==> config.mk <==
export PLATFORM = sky130hd
export DESIGN_NAME = pms_sequencer
export DESIGN_NICKNAME = d
export VERILOG_FILES = /design/src/design/pms_pkg.sv /design/src/design/pms_sync.sv /design/src/design/pms_settle.sv /design/src/design/pms_sequencer.sv
export VERILOG_INCLUDE_DIRS = /design/src /design/src/design
export SDC_FILE = /design/constraint.sdc
export NUM_CORES = 1
export LEC_CHECK = 0
export BUFFER_PORTS_ARGS = -buffer_cell sky130_fd_sc_hd__clkbuf_2
export CAP_MARGIN = 15
export CORE_ASPECT_RATIO = 1.5
export CORE_MARGIN = 10
export CORE_UTILIZATION = 45
export DETAILED_ROUTE_END_ITERATION = 8
export HOLD_SLACK_MARGIN = 0.03
export PLACE_DENSITY = 0.72
export RECOVER_POWER = 25
export SETUP_SLACK_MARGIN = 0.4
export SYNTH_ARGS = -nofsm -noshare
export SYNTH_HDL_FRONTEND = slang
export SYNTH_SLANG_ARGS = --single-unit
==> constraint.sdc <==
create_clock -name i_clk -period 2.4 [get_ports i_clk]
set_input_delay 0.48 -clock i_clk [delete_from_list [all_inputs] [get_ports i_clk]]
set_output_delay 0.48 -clock i_clk [all_outputs]
set_load 0.01 [all_outputs]
==> src/design/pms_cfg.svh <==
/*
  Constants for the power-mode sequencer: wake-source bit positions,
  per-mode wake masks, settle-wait counts and clock divisor codes.
  Assumes one settle "state" equals one cycle of the 20 MHz block clock.
*/
`ifndef PMS_CFG_SVH
`define PMS_CFG_SVH

// Clock period of i_clk in ns
`define PMS_CLK_PERIOD_NS 50

// Wake source positions within the request vector
`define PMS_SRC_W 20
`define PMS_SRC_TIMER_A 0
`define PMS_SRC_TIMER_C 1
`define PMS_SRC_TIMER_F 2
`define PMS_SRC_TIMER_G 3
`define PMS_SRC_SERIAL_CHANNEL_ONE 4
`define PMS_SRC_SERIAL_CHANNEL_THREE_ONE 5
`define PMS_SRC_SERIAL_CHANNEL_THREE_TWO 6
`define PMS_SRC_IRQ0 7
`define PMS_SRC_WKP0 12

// Sources that may end each low-power mode
`define PMS_MASK_WATCH 20'hFF08D
`define PMS_MASK_SUBSLEEP 20'hFFFFF
`define PMS_MASK_STANDBY 20'hFF180
`define PMS_MASK_SLEEP 20'hFFFFF

// Settle wait counts, in states, selected by the three select bits
`define PMS_WAIT_1024 15'h0400
`define PMS_WAIT_2048 15'h0800
`define PMS_WAIT_4096 15'h1000
`define PMS_WAIT_2 15'h0002
`define PMS_WAIT_8 15'h0008
`define PMS_WAIT_16 15'h0010
`define PMS_WAIT_8192_DEF 8192
`define PMS_WAIT_16384_DEF 16384

// CPU divisor as log2: subactive /8, /4, /2; medium-speed base /8
`define PMS_SUB_LOG2_DIV8 3'h3
`define PMS_SUB_LOG2_DIV4 3'h2
`define PMS_SUB_LOG2_DIV2 3'h1
`define PMS_MID_LOG2_BASE 3'h3

// Reset value of the subactive clock select
`define PMS_SA_RESET 2'h0

`endif

==> src/design/pms_pkg.sv <==
/*
  Types of the power-mode sequencer: modes, control bits, clock gates.
  Assumes the cfg header supplies all numeric constants.
*/
package pms_pkg;

  typedef enum logic [3:0] {
    ST_RESET,
    ST_ACT_HIGH,
    ST_ACT_MID,
    ST_SUBACT,
    ST_SLEEP_HIGH,
    ST_SLEEP_MID,
    ST_STANDBY,
    ST_WATCH,
    ST_SUBSLEEP,
    ST_SETTLE
  } pms_mode_t;

  typedef enum logic {
    CLK_SYS,
    CLK_SUB
  } pms_clk_src_t;

  typedef struct packed {
    logic software_standby_bit;
    logic low_speed_on_bit;
    logic medium_speed_on_bit;
    logic direct_transfer_on_bit;
    logic watch_select_timer_bit;
    logic [2:0] settle_time_sel;
    logic mid_clock_div_hi;
    logic mid_clock_div_lo;
  } pms_ctrl_t;

  typedef struct packed {
    logic timer_a;
    logic timer_c;
    logic timer_f;
    logic timer_g;
    logic adc;
    logic watchdog_unit;
    logic serial_channel_one;
    logic serial_channel_three_one;
    logic serial_channel_three_two;
    logic pager;
    logic other;
  } pms_periph_en_t;

endpackage

==> src/design/pms_sync.sv <==
/*
  Two-flop level synchroniser, one bit per lane.
  Assumes inputs are levels held longer than two clock cycles.
*/
`timescale 1ns/100ps
module pms_sync #(
  parameter int W = 1
) (
  // Clock and reset
  input wire logic i_clk,
  input wire logic i_rst,
  // Data
  input wire logic [W-1:0] i_d,
  output logic [W-1:0] o_q
);

  logic [W-1:0] meta_reg;

  always_ff @(posedge i_clk) begin
    if (i_rst) begin
      meta_reg <= '0;
      o_q <= '0;
    end else begin
      meta_reg <= i_d;
      o_q <= meta_reg;
    end
  end

endmodule

==> src/design/pms_settle.sv <==
/*
  Oscillator settling timer: loads a wait from the select code on a start
  pulse and pulses done after exactly that many clock cycles.
  Assumes a new start is not given while busy.
*/
`timescale 1ns/100ps
`include "pms_cfg.svh"
module pms_settle #(
  parameter int WAIT_8192 = `PMS_WAIT_8192_DEF,
  parameter int WAIT_16384 = `PMS_WAIT_16384_DEF
) (
  // Clock and reset
  input wire logic i_clk,
  input wire logic i_rst,
  // Control
  input wire logic i_start,
  input wire logic [2:0] i_sel,
  // Status
  output logic o_busy,
  output logic o_done
);

  logic [14:0] count_reg;
  logic [14:0] load;

  always_comb begin
    case (i_sel)
      3'h0: load = 15'(WAIT_8192);
      3'h1: load = 15'(WAIT_16384);
      3'h2: load = `PMS_WAIT_1024;
      3'h3: load = `PMS_WAIT_2048;
      3'h4: load = `PMS_WAIT_4096;
      3'h5: load = `PMS_WAIT_2;
      3'h6: load = `PMS_WAIT_8;
      default: load = `PMS_WAIT_16;
    endcase
  end

  always_ff @(posedge i_clk) begin
    if (i_rst) begin
      count_reg <= 15'h0000;
    end else if (i_start) begin
      count_reg <= load;
    end else if (count_reg != 15'h0000) begin
      count_reg <= count_reg - 15'h0001;
    end
  end

  assign o_busy = (count_reg != 15'h0000);
  assign o_done = (count_reg == 15'h0001);

endmodule

==> src/design/pms_sequencer.sv <==
/*
  Power-mode sequencer: picks the next mode on a sleep instruction,
  gates peripheral clocks per mode, selects the CPU clock and wakes on
  enabled interrupts or the reset pin, with an oscillator settling wait on wakes from standby and from watch to active mode.
  Assumes control bits, enables and sleep strobe are synchronous to
  i_clk and that one subclock period is marked by i_sub_tick.
*/
`timescale 1ns/100ps
`include "pms_cfg.svh"
module pms_sequencer #(
  parameter int WAIT_8192 = `PMS_WAIT_8192_DEF,
  parameter int WAIT_16384 = `PMS_WAIT_16384_DEF
) (
  // Clock and reset
  input wire logic i_clk,
  input wire logic i_rst,
  // CPU side
  input wire logic i_sleep,
  input wire logic i_ccr_mask,
  input wire pms_pkg::pms_ctrl_t i_ctrl,
  input wire logic i_sa_wr,
  input wire logic [1:0] i_sa_data,
  // Interrupt controller and pins
  input wire logic [`PMS_SRC_W-1:0] i_int_req,
  input wire logic [`PMS_SRC_W-1:0] i_int_en,
  input wire logic i_dt_int_en,
  input wire logic i_reset_input_low,
  input wire logic i_sub_tick,
  // Mode and exceptions
  output pms_pkg::pms_mode_t o_mode,
  output logic o_cpu_reset,
  output logic o_int_exc_start,
  output logic o_dt_exc_start,
  output logic o_mid_entry,
  // Clocks and pins
  output logic o_cpu_run,
  output pms_pkg::pms_clk_src_t o_cpu_clk_src,
  output logic [2:0] o_cpu_div_log2,
  output logic o_osc_en,
  output logic o_io_hiz,
  output pms_pkg::pms_periph_en_t o_periph_en,
  output logic [1:0] o_sa_sel
);

  pms_pkg::pms_mode_t state_reg;
  pms_pkg::pms_mode_t state_next;
  logic dt_reg;
  logic dt_next;
  logic wake_pend_reg;
  logic int_exc_next;
  logic dt_exc_next;
  logic settle_start;
  logic settle_done;
  logic [1:0] sa_reg;
  logic [`PMS_SRC_W:0] sync_q;
  logic [`PMS_SRC_W-1:0] req_live;
  logic pin_high;
  logic dt_ok;
  logic wake_watch;
  logic wake_subsleep;
  logic wake_standby;
  logic wake_sleep;
  pms_pkg::pms_periph_en_t en_next;

  pms_sync #(
    .W(`PMS_SRC_W + 1)
  ) u_sync (
    .i_clk(i_clk),
    .i_rst(i_rst),
    .i_d({i_reset_input_low, i_int_req}),
    .o_q(sync_q)
  );

  pms_settle #(
    .WAIT_8192(WAIT_8192),
    .WAIT_16384(WAIT_16384)
  ) u_settle (
    .i_clk(i_clk),
    .i_rst(i_rst),
    .i_start(settle_start),
    .i_sel(i_ctrl.settle_time_sel),
    .o_busy(),
    .o_done(settle_done)
  );

  assign pin_high = sync_q[`PMS_SRC_W];

  // masked or disabled requests never wake
  assign req_live = (i_ccr_mask) ? '0 : (sync_q[`PMS_SRC_W-1:0] & i_int_en);
  assign wake_watch = |(req_live & `PMS_MASK_WATCH);
  assign wake_subsleep = |(req_live & `PMS_MASK_SUBSLEEP);
  assign wake_standby = |(req_live & `PMS_MASK_STANDBY);
  assign wake_sleep = |(req_live & `PMS_MASK_SLEEP);
  // direct transfer only with its interrupt usable
  assign dt_ok = i_ctrl.direct_transfer_on_bit & i_dt_int_en & ~i_ccr_mask;

  always_comb begin
    state_next = state_reg;
    dt_next = 1'b0;
    int_exc_next = 1'b0;
    dt_exc_next = 1'b0;
    settle_start = 1'b0;
    if (!pin_high) begin
      state_next = pms_pkg::ST_RESET;
    end else begin
      case (state_reg)
        pms_pkg::ST_RESET: begin
          state_next = pms_pkg::ST_ACT_HIGH;
        end
        pms_pkg::ST_ACT_HIGH, pms_pkg::ST_ACT_MID: begin
          if (i_sleep) begin
            if (dt_ok && !i_ctrl.software_standby_bit && !i_ctrl.low_speed_on_bit) begin
              state_next = i_ctrl.medium_speed_on_bit ? pms_pkg::ST_SLEEP_MID
                                                      : pms_pkg::ST_SLEEP_HIGH;
              dt_next = 1'b1;
            end else if (dt_ok && i_ctrl.software_standby_bit && i_ctrl.low_speed_on_bit
                         && i_ctrl.watch_select_timer_bit) begin
              state_next = pms_pkg::ST_WATCH;
              dt_next = 1'b1;
            end else if (i_ctrl.software_standby_bit && i_ctrl.watch_select_timer_bit) begin
              state_next = pms_pkg::ST_WATCH;
            end else if (i_ctrl.software_standby_bit && !i_ctrl.low_speed_on_bit) begin
              state_next = pms_pkg::ST_STANDBY;
            end else if (!i_ctrl.software_standby_bit && !i_ctrl.low_speed_on_bit) begin
              state_next = i_ctrl.medium_speed_on_bit ? pms_pkg::ST_SLEEP_MID
                                                      : pms_pkg::ST_SLEEP_HIGH;
            end
          end
        end
        pms_pkg::ST_SUBACT: begin
          if (i_sleep) begin
            if (dt_ok && i_ctrl.software_standby_bit && !i_ctrl.low_speed_on_bit
                && i_ctrl.watch_select_timer_bit) begin
              state_next = pms_pkg::ST_WATCH;
              dt_next = 1'b1;
            end else if (i_ctrl.software_standby_bit && i_ctrl.watch_select_timer_bit) begin
              state_next = pms_pkg::ST_WATCH;
            end else if (!i_ctrl.software_standby_bit && i_ctrl.low_speed_on_bit
                         && i_ctrl.watch_select_timer_bit) begin
              state_next = pms_pkg::ST_SUBSLEEP;
            end
          end
        end
        pms_pkg::ST_SLEEP_HIGH, pms_pkg::ST_SLEEP_MID: begin
          if (dt_reg || wake_sleep) begin
            state_next = (state_reg == pms_pkg::ST_SLEEP_MID) ? pms_pkg::ST_ACT_MID
                                                             : pms_pkg::ST_ACT_HIGH;
            dt_exc_next = dt_reg;
            int_exc_next = ~dt_reg;
          end
        end
        pms_pkg::ST_STANDBY: begin
          if (wake_standby) begin
            state_next = pms_pkg::ST_SETTLE;
            settle_start = 1'b1;
          end
        end
        pms_pkg::ST_WATCH: begin
          if (dt_reg) begin
            if (i_ctrl.low_speed_on_bit) begin
              state_next = pms_pkg::ST_SUBACT;
              dt_exc_next = 1'b1;
            end else begin
              state_next = pms_pkg::ST_SETTLE;
              settle_start = 1'b1;
              dt_next = 1'b1;
            end
          end else if (wake_watch) begin
            if (i_ctrl.low_speed_on_bit) begin
              state_next = pms_pkg::ST_SUBACT;
              int_exc_next = 1'b1;
            end else begin
              state_next = pms_pkg::ST_SETTLE;
              settle_start = 1'b1;
            end
          end
        end
        pms_pkg::ST_SUBSLEEP: begin
          if (wake_pend_reg && i_sub_tick) begin
            state_next = pms_pkg::ST_SUBACT;
            int_exc_next = 1'b1;
          end
        end
        pms_pkg::ST_SETTLE: begin
          dt_next = dt_reg;
          if (settle_done) begin
            state_next = i_ctrl.medium_speed_on_bit ? pms_pkg::ST_ACT_MID
                                                    : pms_pkg::ST_ACT_HIGH;
            dt_next = 1'b0;
            dt_exc_next = dt_reg;
            int_exc_next = ~dt_reg;
          end
        end
        default: begin
          state_next = pms_pkg::ST_RESET;
        end
      endcase
    end
  end

  always_ff @(posedge i_clk) begin
    if (i_rst) begin
      state_reg <= pms_pkg::ST_RESET;
      dt_reg <= 1'b0;
    end else begin
      state_reg <= state_next;
      dt_reg <= dt_next;
    end
  end

  // Subsleep request held until the next subclock tick
  always_ff @(posedge i_clk) begin
    if (i_rst) begin
      wake_pend_reg <= 1'b0;
    end else if (state_reg != pms_pkg::ST_SUBSLEEP) begin
      wake_pend_reg <= 1'b0;
    end else if (wake_subsleep) begin
      wake_pend_reg <= 1'b1;
    end
  end

  always_ff @(posedge i_clk) begin
    if (i_rst) begin
      o_int_exc_start <= 1'b0;
      o_dt_exc_start <= 1'b0;
      o_mid_entry <= 1'b0;
    end else begin
      o_int_exc_start <= int_exc_next;
      o_dt_exc_start <= dt_exc_next;
      o_mid_entry <= (state_next == pms_pkg::ST_ACT_MID) && (state_reg != pms_pkg::ST_ACT_MID);
    end
  end

  always_ff @(posedge i_clk) begin
    if (i_rst) begin
      sa_reg <= `PMS_SA_RESET;
    end else if (i_sa_wr && state_reg != pms_pkg::ST_SUBACT) begin
      sa_reg <= i_sa_data;
    end
  end

  always_comb begin
    en_next = '1;
    case (state_next)
      pms_pkg::ST_WATCH, pms_pkg::ST_SETTLE: begin
        en_next = '0;
        en_next.timer_a = 1'b1;
        en_next.timer_f = 1'b1;
        en_next.timer_g = 1'b1;
        en_next.pager = 1'b1;
      end
      pms_pkg::ST_STANDBY: begin
        en_next = '0;
        en_next.pager = 1'b1;
      end
      pms_pkg::ST_SUBSLEEP: begin
        en_next = '0;
        en_next.adc = 1'b1;
        en_next.watchdog_unit = 1'b1;
      end
      default: begin
        en_next = '1;
      end
    endcase
  end

  always_ff @(posedge i_clk) begin
    if (i_rst) begin
      o_periph_en <= '1;
      o_cpu_run <= 1'b0;
      o_cpu_clk_src <= pms_pkg::CLK_SYS;
      o_cpu_div_log2 <= 3'h0;
      o_osc_en <= 1'b1;
      o_io_hiz <= 1'b0;
    end else begin
      o_periph_en <= en_next;
      o_cpu_run <= (state_next == pms_pkg::ST_ACT_HIGH) || (state_next == pms_pkg::ST_ACT_MID)
                   || (state_next == pms_pkg::ST_SUBACT);
      o_osc_en <= (state_next != pms_pkg::ST_WATCH) && (state_next != pms_pkg::ST_STANDBY)
                  && (state_next != pms_pkg::ST_SUBSLEEP) && (state_next != pms_pkg::ST_SUBACT);
      o_io_hiz <= (state_next == pms_pkg::ST_STANDBY);
      if (state_next == pms_pkg::ST_SUBACT || state_next == pms_pkg::ST_SUBSLEEP) begin
        o_cpu_clk_src <= pms_pkg::CLK_SUB;
        if (sa_reg[1]) begin
          o_cpu_div_log2 <= `PMS_SUB_LOG2_DIV2;
        end else if (sa_reg[0]) begin
          o_cpu_div_log2 <= `PMS_SUB_LOG2_DIV4;
        end else begin
          o_cpu_div_log2 <= `PMS_SUB_LOG2_DIV8;
        end
      end else if (state_next == pms_pkg::ST_ACT_MID || state_next == pms_pkg::ST_SLEEP_MID) begin
        o_cpu_clk_src <= pms_pkg::CLK_SYS;
        o_cpu_div_log2 <= 3'(`PMS_MID_LOG2_BASE
                          + {1'b0, i_ctrl.mid_clock_div_hi, i_ctrl.mid_clock_div_lo});
      end else begin
        o_cpu_clk_src <= pms_pkg::CLK_SYS;
        o_cpu_div_log2 <= 3'h0;
      end
    end
  end

  assign o_mode = state_reg;
  assign o_cpu_reset = (state_reg == pms_pkg::ST_RESET);
  assign o_sa_sel = sa_reg;
endmodule

==> results of run 1 <==
==> worst max-delay path, delay by kind of cell, from the launching register on <==
kind | cells | cell delay [ns]
AOI/OAI and AO/OA | 6 | 1.69
buffers and inverters | 1 | 0.18
DFF | 1 | 0.33
and+or+nand+nor | 1 | 0.16
==> through the flow <==
step | utilization, % | setup slack (ns) | std cells
3_3_place_gp | 56.73 | -0.2410 | 574
5_1_grt | 63.55 | -0.1910 | 596
6_report | 63.55 | -0.02188 | 596
4_1_cts | 61.52 | 0.02385 | 596
2_1_floorplan | - | -0.06238 | 374
3_5_place_dp | 56.73 | -0.2958 | 574
==> report_power, final <==
group	internal (mW)	switching [mW]
clock network	0.380	0.473
registers	1.43	0.106
logic	0.543	0.570
==> layout by cell type, fill, tap and decap left out, types with 8 or more instances in the layout <==
cell and n:
sky130_fd_sc_hd__a21oi_1 9, sky130_fd_sc_hd__clkbuf_8 9, sky130_fd_sc_hd__xnor2_1 8, sky130_fd_sc_hd__clkbuf_2 86, sky130_fd_sc_hd__nor2_1 31, sky130_fd_sc_hd__inv_1 9, sky130_fd_sc_hd__nor2b_1 48, sky130_fd_sc_hd__dfxtp_1 77
sky130_fd_sc_hd__buf_4 36, sky130_fd_sc_hd__nand3_1 9, sky130_fd_sc_hd__nand2_1 24
==> worst paths after layout <==
path | from | endpoint | slack, ns | depth (start not counted)
max | u_sync.o_q[12] | o_cpu_div_log2[1] | -0.02 | 8
min | i_ctrl[0] | o_cpu_div_log2[0] | 0.33 | 2
max reg2reg | u_sync.o_q[12] | o_cpu_div_log2[1] | -0.02 | 8
min reg2reg | u_sync.meta_reg[1] | u_sync.o_q[1] | 0.43 | 1
==> final cells by class <==
| type | count | area, µm² |
|---|---|---|
| well taps | 100 | 125.1 |
| clock inverters | 6 | 45.04 |
| multi-input cells | 263 | 1962 |
| clock buffers | 10 | 127.6 |
| inverters | 10 | 40.04 |
| repair buffers | 128 | 769.5 |
| flip-flops and latches | 79 | 1584 |
| fillers | 671 | 2669 |
==> what timing repair did <==
action / 4_1_cts / 5_1_grt
hold buffers: 0 / 0
setup buffers: 5 / 0
gates resized for setup: 27 / 32
gates cloned: 1 / 0
endpoints found under the setup margin: 30 / 33
pin swaps: 11 / 19
==> layer usage <==
metal  track usage [%]  vias up  part of all wire, %  wire length (µm)
met3             4.664       18                  5.0               480
met4             7.493        0                  1.7               165
met2             28.99       87                   56              5302
li1                  -     1534                    -                 -
met5                 0        -                    0                 0
met1             16.04     1454                   37              3562
==> cells by family (layout without fill, tap and decap cells) <==
| family | count (synthesis) | count (layout) |
|---|---|---|
| simple gates | 176 | 177 |
| flops | 79 | 79 |
| compound gates | 67 | 67 |
| buf+inv | 33 | 154 |
| xor+xnor | 13 | 13 |
| fa+ha+maj | 4 | 4 |
| mux | 2 | 2 |
==> qor.yml, run 1 <==
run_status:
  outcome: "complete, but fails checks"
  failed_checks: "setup timing"
pwr:
  p_per_area_nw_per_um2: 753.7
  report.power.total_mw: 3.507
  max-vdd-ir-drop_uv: 549.6
  cellLeakagePower_nw: 1.977
detailed_routing:
  wire_per_inst_um: 15.96
  initialDrtViolationCount: 148
  drt_first_pass_iters: 4
  routed_wl_mm: 9.510
  postRouteAntennaNets: 0
  viasPerCell: 5.190
  via_count: 3093
  drt_drc_violations_left: 0
placement:
  dpl_cell_area_um2: 4154
  finalWeightedCongestion: 0.9384
  io_buffer_count: 87
  dp_hpwl_mm: 7.285
cts:
  cts-buffers-inserted: 9
  cts.sinks: 79
  h-tree-depth: 3
  worstSkewPairLatency_ns: 0.35
  cts.root.buffer_cell: "sky130_fd_sc_hd__clkbuf_8"
  tritoncts_clock_tree: "yes"
  clkSlewWorstSetupHoldPaths_ns: 0.08
  clockBufferDepth: 2
flow_run:
  max-cap-violations: 0
setup_path:
  worst-setup-path-type: "reg2reg"
  crit_path_max_incr_delay_ns: 0.43
  critical_path_required_ns: 2.68
  cp.arrival_ns: 2.71
  timing.critical_path.cells: "a222oi_1, nand2_1, buf_4, o311a_1, o2111ai_2, o21ai_4, o41ai_4, o2bb2ai_2"
  cp-start-kind: "register"
  crit_fanout: 5
  end_kind: "register"
  critical-path-slowest-cell: "sky130_fd_sc_hd__a222oi_1"
grt:
  first_global_vias: 3168
  wire_length_of_the_first_global_routing_pass_mm: 14.93
  globalRoute.totalOverflow: 0
  track_usage_pct: 15.85
  grt_max_degree: 47
  grt_antenna_before_repair: 0
logic_synthesis:
  proportion_of_register_bits_with_asynchronous_set_or_reset_after_synthesis_pct: 0
  synth_compound_gate_area_share_pct: 14.71
  syn_area_um2: 3403
  synth.mux.area_fraction_pct: 0.6250
  synth.area.top_cells: "sky130_fd_sc_hd__dfxtp_1 46%, sky130_fd_sc_hd__nor2b_1 9.0%, sky130_fd_sc_hd__nor2_1 4.1%"
  synth_enable_flop_cells: 0
  avgSynthCellArea_um2: 9.100
  synth_fp_nets: 438
  flip_flop_and_latch_count_after_synthesis: 79
  synth_most_common_cell: "sky130_fd_sc_hd__dfxtp_1"
  yosys_warnings: 0
  synth_ff_type: "sky130_fd_sc_hd__dfxtp_1"
  yosys.area.top_type: "sky130_fd_sc_hd__dfxtp_1"
  combinational_family_with_the_most_area_after_synthesis: "simple AND/OR/NAND/NOR gates"
  post_synth_and_or_nand_nor_area_fraction_pct: 28.97
  sequential_cell_area_fraction_in_the_yosys_report_pct: 46.47
  yosys.area_share.xor_xnor_pct: 3.346
  ys_top_cells_by_count: "79 x sky130_fd_sc_hd__dfxtp_1, 49 x sky130_fd_sc_hd__nor2b_1, 37 x sky130_fd_sc_hd__nor2_1, 27 x sky130_fd_sc_hd__nand2_1"
  post_synth_inst_count: 374
  yosys.cell_types.count: 58
  synthesized_area_fraction_occupied_by_adder_cells_pct: 1.471
  netlist.area_leader.share_pct: 46.47
finish:
  synthToLayoutAreaGrowth_pct: 36.73
  insertedDiodeCount: 0
  layout.nets: 555
  layout.cell_area.non_filler_um2: 4653
  layout_cells_sized_above_1_pct: 38.91
timing:
  maxSlewHeadroom_pct: 50.79
  setup_tns_ns: -0.05038
  hold_ws_ns: 0.3339
  worst_slew_pin_tran_ns: 0.7382
  period_share_pct: 100.9
  timing_max_transition_violations_final: 0
  fmax_mhz: 412.9
  setup_slack_ns: -0.02188
  final_hold_viol_count: 0
  setup_viol_count_final: 3
  timing.clock.skew_ns: 0.008376
  rsz0062_at_grt: "true"
  final.min_clock_period_ns: 2.422
floorplanning:
  io_pins: 88
  placeableCoreArea_um2: 7322
  start_util_pct: 46.48
  die_area_um2: 11510
  die_y_um: 126.5
  placementRows: 38
  die_width_um: 91.01
worst_hold_path:
  hold_path.class: "in2reg"
Note: power is estimated with default switching activity, not from simulation.
==> run 2: changes to the inputs <==
--- a/config.mk
+++ b/config.mk
@@ -6,14 +6,14 @@
 export SDC_FILE = /design/constraint.sdc
 export NUM_CORES = 1
 export LEC_CHECK = 0
+export ABC_AREA = 1
 export BUFFER_PORTS_ARGS = -buffer_cell sky130_fd_sc_hd__clkbuf_2
 export CAP_MARGIN = 15
 export CORE_ASPECT_RATIO = 1.5
 export CORE_MARGIN = 10
-export CORE_UTILIZATION = 45
+export CORE_UTILIZATION = 35
 export DETAILED_ROUTE_END_ITERATION = 8
 export HOLD_SLACK_MARGIN = 0.03
-export PLACE_DENSITY = 0.72
 export RECOVER_POWER = 25
 export SETUP_SLACK_MARGIN = 0.4
 export SYNTH_ARGS = -nofsm -noshare
==> constraint.sdc (replaced) <==
create_clock -name i_clk -period 2.4 [get_ports i_clk]
set_input_delay 0.6 -clock i_clk [delete_from_list [all_inputs] [get_ports i_clk]]
set_output_delay 0.6 -clock i_clk [all_outputs]
set_load 0.01 [all_outputs]
==> run 2 against run 1 <==
  * The flow finishes with violations (capacitance limit, slew limit)
  * Final cell count is 20% higher
  * Wire length is 2.4% lower
  * Combinational power is 5% higher
  * Fmax rose by 25%
  * Via count up 7.4%
  * Core utilization fell by 18 points
  * Hold slack better by 0.067 ns
  * Non-clock buffer count fell by 28
  * Largest cell class unchanged
  * Largest power group unchanged
  * Highest routed layer unchanged
==> qor.yml, run 2 <==
detailed_routing:
  drt_first_pass_iters: 4  # unchanged
  wire_per_inst_um: 12.93  # -19%
  postRouteAntennaNets: 0  # unchanged
  initialDrtViolationCount: 99  # -33%
  drt_drc_violations_left: 0  # unchanged
  via_count: 3323  # +7.4%
  viasPerCell: 4.628  # -11%
  routed_wl_mm: 9.283  # -2.4%
pwr:
  clockPowerShare_pct: 31.8  # +7.5 points
  power_frac_comb_pct: 29.1  # -2.6 points
  cellLeakagePower_nw: 2.329  # +18%
  netSwitchingPower_mw: 1.357  # +18%
  max-vdd-ir-drop_uv: 464.3  # -16%
  intPower_mw: 2.662  # +13%
  report.power.total_mw: 4.019  # +15%
  netSwitchingFraction_pct: 33.76  # +1.0 points
  power.share.sequential_pct: 39.1  # -4.8 points
  p_per_area_nw_per_um2: 862.8  # +14%
setup_path:
  rr_endpoint: "o_cpu_div_log2[0]"
  r2r_start: "u_settle.count_reg[0]"
  reg2reg_setup_slack_ns: 0.48  # +0.50 ns
  cp-start-kind: "input port"
  timing.reg2reg.worst_path_depth: 14  # +6
  critical_path_required_ns: 2.56  # -0.12 ns
  crit_path_max_incr_delay_ns: 0.22  # -0.21 ns
  cp.arrival_ns: 2.10  # -0.61 ns
  critical-path-slowest-cell: "sky130_fd_sc_hd__o21ai_2"
  end_kind: "register"
  timing.critical_path.cells: "clkbuf_2, nand2_1, nand2_1, nor2_1, nand3_1, o21ai_2, buf_4, nand3_1, nand2_2, nand2_4, nand2_4, nor2_2, nand2_2, nand2_2, nand2_1, a21oi_2"
  worst-setup-path-type: "in2reg"
  crit_fanout: 4  # -1
timing:
  fmax_mhz: 515.0  # +25%
  maxSlewHeadroom_pct: -3.324  # -54 points
  worst_slew_pin_tran_ns: 1.550  # +0.8116 ns
  setup_tns_ns: 0  # +0.05038 ns
  final_hold_viol_count: 0  # unchanged
  final.min_clock_period_ns: 1.942  # -0.4803 ns
  period_share_pct: 80.90  # -20 points
  timing.clock.skew_ns: 0.007758  # -0.0006185 ns
  timing_max_transition_violations_final: 38  # +38
  setup_viol_count_final: 0  # -3
  rsz0062_at_grt: "true"
finish:
  filler_cell_count: 1046  # +56%
  layout.nets: 660  # +19%
  insertedDiodeCount: 0  # unchanged
  synthToLayoutAreaGrowth_pct: 27.67
  final_cell_mix: "86 x sky130_fd_sc_hd__nor2_1, 85 x sky130_fd_sc_hd__clkbuf_2, 75 x sky130_fd_sc_hd__inv_1, 75 x sky130_fd_sc_hd__nand2_1, 74 x sky130_fd_sc_hd__dfxtp_1"
  most_common_cell_after_layout_fill_and_taps_aside: "sky130_fd_sc_hd__nor2_1"
  layout_cells_sized_above_1_pct: 32.95  # -6.0 points
grt:
  grt_peak_use_layer: "met2"
  grt_antenna_before_repair: 0  # unchanged
  first_global_vias: 3255  # +2.7%
  grt_max_degree: 38  # -19%
  global_route.usage.met2_pct: 21.99  # -7.0 points
  wire_length_of_the_first_global_routing_pass_mm: 14.91  # -0.14%
  track_usage_pct: 12.44  # -3.4 points
  grt_use_met3_pct: 3.322  # -1.3 points
  global_routing_met1_resource_utilization_pct: 12.93  # -3.1 points
  globalRoute.totalOverflow: 0  # unchanged
logic_synthesis:
  proportion_of_register_bits_with_asynchronous_set_or_reset_after_synthesis_pct: 0  # unchanged
  synth_ff_type: "sky130_fd_sc_hd__dfxtp_1"
  synth_enable_flop_cells: 0  # unchanged
  synth_most_common_cell: "sky130_fd_sc_hd__nor2_1"
  flip_flop_and_latch_count_after_synthesis: 79  # unchanged
  sequential_cell_area_fraction_in_the_yosys_report_pct: 43.35  # -3.1 points
  synth.area.top_cells: "sky130_fd_sc_hd__dfxtp_1 43%, sky130_fd_sc_hd__nor2_1 9.8%, sky130_fd_sc_hd__nand2_1 8.6%"
  yosys_warnings: 0  # unchanged
  syn_area_um2: 3648  # +7.2%
  yosys.cell_types.count: 39  # -33%
  synth_fp_nets: 567  # +29%
  avgSynthCellArea_um2: 7.253  # -20%
  ys_top_cells_by_count: "95 x sky130_fd_sc_hd__nor2_1, 84 x sky130_fd_sc_hd__nand2_1, 79 x sky130_fd_sc_hd__dfxtp_1, 78 x sky130_fd_sc_hd__inv_1"
  yosys.area.top_type: "sky130_fd_sc_hd__dfxtp_1"
  netlist.area_leader.share_pct: 43.35  # -3.1 points
  post_synth_inst_count: 503  # +34%
cts:
  cts.root.buffer_cell: "sky130_fd_sc_hd__clkbuf_16"
  cts.sinks: 79  # unchanged
  h-tree-depth: 3  # unchanged
  tritoncts_clock_tree: "yes"
  cts-buffers-inserted: 9  # unchanged
  worstSkewPairLatency_ns: 0.34  # about the same
  clockBufferDepth: 2  # unchanged
  clkSlewWorstSetupHoldPaths_ns: 0.06  # -0.02 ns
worst_hold_path:
  worst_hold_path.endpoint: "u_sync.o_q[0]"
  worstHoldStart: "u_sync.meta_reg[0]"
  cell_depth_of_the_worst_hold_path: 2  # unchanged
  hold_path.class: "reg2reg"
floorplanning:
  die_area_um2: 14990  # +30%
  placeableCoreArea_um2: 10130  # +38%
  die_width_um: 103.4  # +14%
  io_pins: 88  # unchanged
  start_util_pct: 36.00  # -10 points
  die_y_um: 145.0  # +15%
  placementRows: 45  # +18%
run_status:
  outcome: "complete, but fails checks"
  failed_checks: "capacitance limit, slew limit"
placement:
  io_buffer_count: 87  # unchanged
  dp_hpwl_mm: 7.225  # -0.82%
  finalWeightedCongestion: 0.8964  # -4.5%
flow_run:
  max-cap-violations: 1  # +1
==> run 2: metal layers <==
metal	routed length [µm]	share of wire, %	vias to the layer above
li1	-	-	1739
met1	3560	38	1491
met2	4919	53	79
met3	587	6.3	14
met4	215	2.3	0
met5	0	0	-
==> run 2: layout make-up <==
type                       instances  area [µm²]  share of cell area (%)
clock buffer                       9       225.2                   4.835
clock inverter                     7       55.05                   1.182
inverter                          87       326.6                   7.010
multi-input combinational        319        1783                   38.28
sequential                        79        1595                   34.25
tap                              117       146.4                   3.143
timing repair buffer             100       526.8                   11.31
==> run 2: critical path, delay by kind of cell <==
kind	cells	cell delay (ns)
buffers and inverters	2	0.23
and+or+nand+nor	12	1.00
AOI/OAI and AO/OA	2	0.28
==> run 2: what timing repair did <==
| action | in CTS | in global routing |
|---|---|---|
| gates resized for setup | 0 | 51 |
| buffers inserted | 0 | 8 |
| setup endpoints to repair | 0 | 23 |
| endpoints found under the hold margin | 0 | 0 |
| hold buffers | 0 | 0 |
==> run 2: power by group through the flow <==
stage	combinational (mW)	clock, mW	sequential (mW)
after floorplan	0.821	0	1.56
after detailed placement	1.03	0	1.58
final	1.17	1.28	1.57
after global routing	1.32	1.36	1.59
after global placement	1.02	0	1.58
after CTS	1.04	1.31	1.56
==> run 2: cell families after synthesis <==
family	Yosys count	share of synthesized area, %
buffers and inverters	105	11.87
adders and majority gates	4	1.372
xor gates and xnor gates	8	1.921
and+or+nand+nor	254	31.72
AOI/OAI and AO/OA	53	9.774
DFF	79	43.35
==> run 2: through the flow <==
step	instances	hold slack (ns)	utilization, %	worst slack, ns	instance area [µm²]
floorplan	503	0.3883	-	0.4709	3649
global placement	694	0.3890	41.06	0.1387	4161
detailed placement	694	0.3922	41.06	0.1466	4161
CTS	710	0.4018	43.83	0.4000	4442
global route	718	0.4078	45.96	0.3235	4658
finish	718	0.4010	45.96	0.4584	4658
==> run 2: worst max-delay path by stage <==
stage,from,endpoint
after floorplan,i_int_en[7],o_cpu_div_log2[1]
after detailed placement,i_ctrl[8],o_cpu_div_log2[0]
final,i_int_en[3],o_cpu_div_log2[0]
after global placement,i_ctrl[8],o_cpu_div_log2[0]
after global routing,i_rst,o_periph_en[6]
after CTS,o_mode[1],o_periph_en[10]
==> run 3: changes to the inputs <==
==> constraint.sdc (replaced) <==
create_clock -name i_clk -period 1.7 [get_ports i_clk]
set_input_delay 0.425 -clock i_clk [delete_from_list [all_inputs] [get_ports i_clk]]
set_output_delay 0.425 -clock i_clk [all_outputs]
set_load 0.01 [all_outputs]
==> run 3 against run 2 <==
  * The flow finishes with violations (setup timing)
  * Critical path depth decreased by 4
  * Global-route usage increased by 1.8 points
  * Register-to-register slack got worse by 0.66 ns
  * Total power increased by 79%
  * Core utilization increased by 13 points
  * Sequential power increased by 40%
  * Worst setup slack got worse by 0.64 ns
  * Sequential share of layout area decreased by 7.5 points
  * Count of clock-buffer cells in the layout unchanged
  * Die area unchanged
  * Largest power group is now combinational logic
==> qor.yml, run 3 (synthesis gave the netlist of run 2 again) <==
run_status:
  outcome: "complete, but fails checks"
  failed_checks: "setup timing"
setup_path:
  worst_path_most_repeated_cell: "sky130_fd_sc_hd__nand2_1"
  worstPathBufferInverterCount: 1  # -1
  worstSetupStartpoint: "u_sync.o_q[12]"
  critical-path-slowest-cell: "sky130_fd_sc_hd__dfxtp_1"
  cp.arrival_ns: 2.12  # +0.02 ns
  crit_fanout: 3  # -1
  timing.reg2reg.worst_path_depth: 12  # -2
  reg2reg_setup_slack_ns: -0.18  # -0.66 ns
  rr_endpoint: "o_cpu_run"
  worst-setup-path-type: "reg2reg"
  critical_path_required_ns: 1.95  # -0.61 ns
  timing.critical_path.cells: "nand2_1, nand2_1, nor2_2, nand2_2, o21ai_4, nand2_1, nand2_2, nand3_4, nand2_4, nand2_4, buf_4, a211oi_1"
  cp-start-kind: "register"
  crit_path_max_incr_delay_ns: 0.30  # +0.08 ns
  crit_family: "simple AND/OR/NAND/NOR gates"
  end_kind: "register"
  r2r_start: "u_sync.o_q[12]"
  crit_end: "o_cpu_run"
  cp_num_cells: 12  # -4
cts:
  cts-buffers-inserted: 9  # unchanged
  worstSkewPairLatency_ns: 0.34  # about the same
  h-tree-depth: 3  # unchanged
  clkSlewWorstSetupHoldPaths_ns: 0.06  # about the same
  clockBufferDepth: 2  # unchanged
  cts.root.buffer_cell: "sky130_fd_sc_hd__clkbuf_16"
  cts.sinks: 79  # unchanged
  tritoncts_clock_tree: "yes"
placement:
  dp_hpwl_mm: 7.889  # +9.2%
  preCtsSetupSlack_ns: -0.4049  # -0.5515 ns
  placed_cells_incl_taps: 765  # +10%
  finalWeightedCongestion: 0.9025  # +0.68%
  io_buffer_count: 87  # unchanged
  dpl_cell_area_um2: 4802  # +15%
grt:
  grt_antenna_before_repair: 0  # unchanged
  track_usage_pct: 14.28  # +1.8 points
  first_global_vias: 3759  # +15%
  globalRoute.totalOverflow: 0  # unchanged
  grt_max_degree: 64  # +68%
  wire_length_of_the_first_global_routing_pass_mm: 16.88  # +13%
finish:
  layout.cells.non_filler: 813  # +13%
  filler_cell_count: 888  # -15%
  area.sequential_um2: 1607  # +0.71%
  insertedDiodeCount: 0  # unchanged
  synthToLayoutAreaGrowth_pct: 64.57
  multiInputGateArea_um2: 2198  # +23%
  layout_cells_sized_above_1_pct: 55.32  # +22 points
  layout.cell_area.non_filler_um2: 6005  # +29%
  layout.nets: 755  # +14%
  final_cell_mix: "82 x sky130_fd_sc_hd__clkbuf_2, 80 x sky130_fd_sc_hd__buf_4, 71 x sky130_fd_sc_hd__nor2_1"
  most_common_cell_after_layout_fill_and_taps_aside: "sky130_fd_sc_hd__clkbuf_2"
timing:
  timing.clock.skew_ns: 0.006067  # -0.001691 ns
  maxSlewHeadroom_pct: 74.09  # +77 points
  final_hold_viol_count: 0  # unchanged
  setup_slack_ns: -0.1775  # -0.6360 ns
  setup_viol_count_final: 19  # +19
  final.min_clock_period_ns: 1.878
  timing_max_transition_violations_final: 0  # -100%
  setup_tns_ns: -1.453  # -1.453 ns
  rsz0062_at_grt: "true"
  worst_slew_pin_tran_ns: 0.3882  # -1.162 ns
  period_share_pct: 110.4
  fmax_mhz: 532.6
pwr:
  max-vdd-ir-drop_uv: 711.6  # +53%
  netSwitchingFraction_pct: 34.32  # +0.56 points
  intPower_mw: 4.726  # +78%
  power.share.sequential_pct: 30.6  # -8.5 points
  p_per_area_nw_per_um2: 1199  # +39%
  netSwitchingPower_mw: 2.470  # +82%
  power_frac_comb_pct: 44.2  # +15 points
  cellLeakagePower_nw: 2.997  # +29%
  report.power.total_mw: 7.196  # +79%
  clockPowerShare_pct: 25.1  # -6.7 points
worst_hold_path:
  hold_path.class: "in2reg"
floorplanning:
  placementRows: 45  # unchanged
  die_area_um2: 14990  # unchanged
  start_util_pct: 36.00  # unchanged
  placeableCoreArea_um2: 10130  # unchanged
  io_pins: 88  # unchanged
  die_y_um: 145.0  # unchanged
  die_width_um: 103.4  # unchanged
detailed_routing:
  viasPerCell: 4.640  # +0.25%
  initialDrtViolationCount: 101  # +2.0%
  wire_per_inst_um: 13.50  # +4.4%
  postRouteAntennaNets: 0  # unchanged
  via_count: 3772  # +14%
  drt_first_pass_iters: 4  # unchanged
  drt_drc_violations_left: 0  # unchanged
  routed_wl_mm: 10.98  # +18%
flow_run:
  max-cap-violations: 0  # -1
==> run 3: routing by layer <==
metal	track usage, %	wire length [µm]	vias to the layer above
met5	0	0	-
met3	3.892	540	26
met4	6.494	301	0
met1	13.63	3995	1716
met2	26.71	6139	102
li1	-	-	1928
==> run 3: layout make-up <==
cell class / instances / area share (%)
sequential: 79 / 26.76
inverter: 87 / 5.730
timing repair buffer: 195 / 23.80
clock buffer: 9 / 3.751
clock inverter: 7 / 0.9169
multi-input combinational: 319 / 36.61
tap: 117 / 2.438
==> run 3: worst register-to-register path, cell delays in order, from the launching register on <==
cell and delay, ns:
sky130_fd_sc_hd__dfxtp_1 0.30, sky130_fd_sc_hd__nand2_1 0.05, sky130_fd_sc_hd__nand2_1 0.06, sky130_fd_sc_hd__nor2_2 0.14, sky130_fd_sc_hd__nand2_2 0.11, sky130_fd_sc_hd__o21ai_4 0.20
sky130_fd_sc_hd__nand2_1 0.10, sky130_fd_sc_hd__nand2_2 0.16, sky130_fd_sc_hd__nand3_4 0.11, sky130_fd_sc_hd__nand2_4 0.11, sky130_fd_sc_hd__nand2_4 0.07, sky130_fd_sc_hd__buf_4 0.14
sky130_fd_sc_hd__a211oi_1 0.22
==> run 3: worst min path at each step <==
stage	slack [ns]	depth (start not counted)	from	to
final	0.27	3	i_int_req[11]	u_sync.meta_reg[11]
after global routing	0.25	3	i_int_req[11]	u_sync.meta_reg[11]
after CTS	0.26	3	i_int_req[11]	u_sync.meta_reg[11]
after detailed placement	0.39	2	u_sync.meta_reg[18]	u_sync.o_q[18]
after global placement	0.39	2	u_sync.meta_reg[1]	u_sync.o_q[1]
after floorplan	0.39	2	u_sync.meta_reg[0]	u_sync.o_q[0]
==> run 3: repair_timing <==
item	CTS	global route
setup endpoints to repair	46	42
hold buffers	0	0
pin swaps	41	25
resized for setup	115	68
buffers inserted	18	14
==> run 3: per-stage QoR <==
| stage | util, % | hold WS [ns] |
|---|---|---|
| finish | 59.25 | 0.2673 |
| global route | 59.25 | 0.2541 |
| CTS | 55.70 | 0.2557 |
| detailed placement | 47.38 | 0.3917 |
| floorplan | - | 0.3883 |
| global placement | 47.38 | 0.3885 |
==> run 3: power groups by stage <==
stage / clock network, mW / registers [mW] / logic [mW]
2_1_floorplan: 0 / 2.21 / 1.17
3_3_place_gp: 0 / 2.18 / 2.06
3_5_place_dp: 0 / 2.19 / 2.11
4_1_cts: 1.86 / 2.19 / 2.73
5_1_grt: 1.95 / 2.23 / 3.47
6_report: 1.81 / 2.20 / 3.18
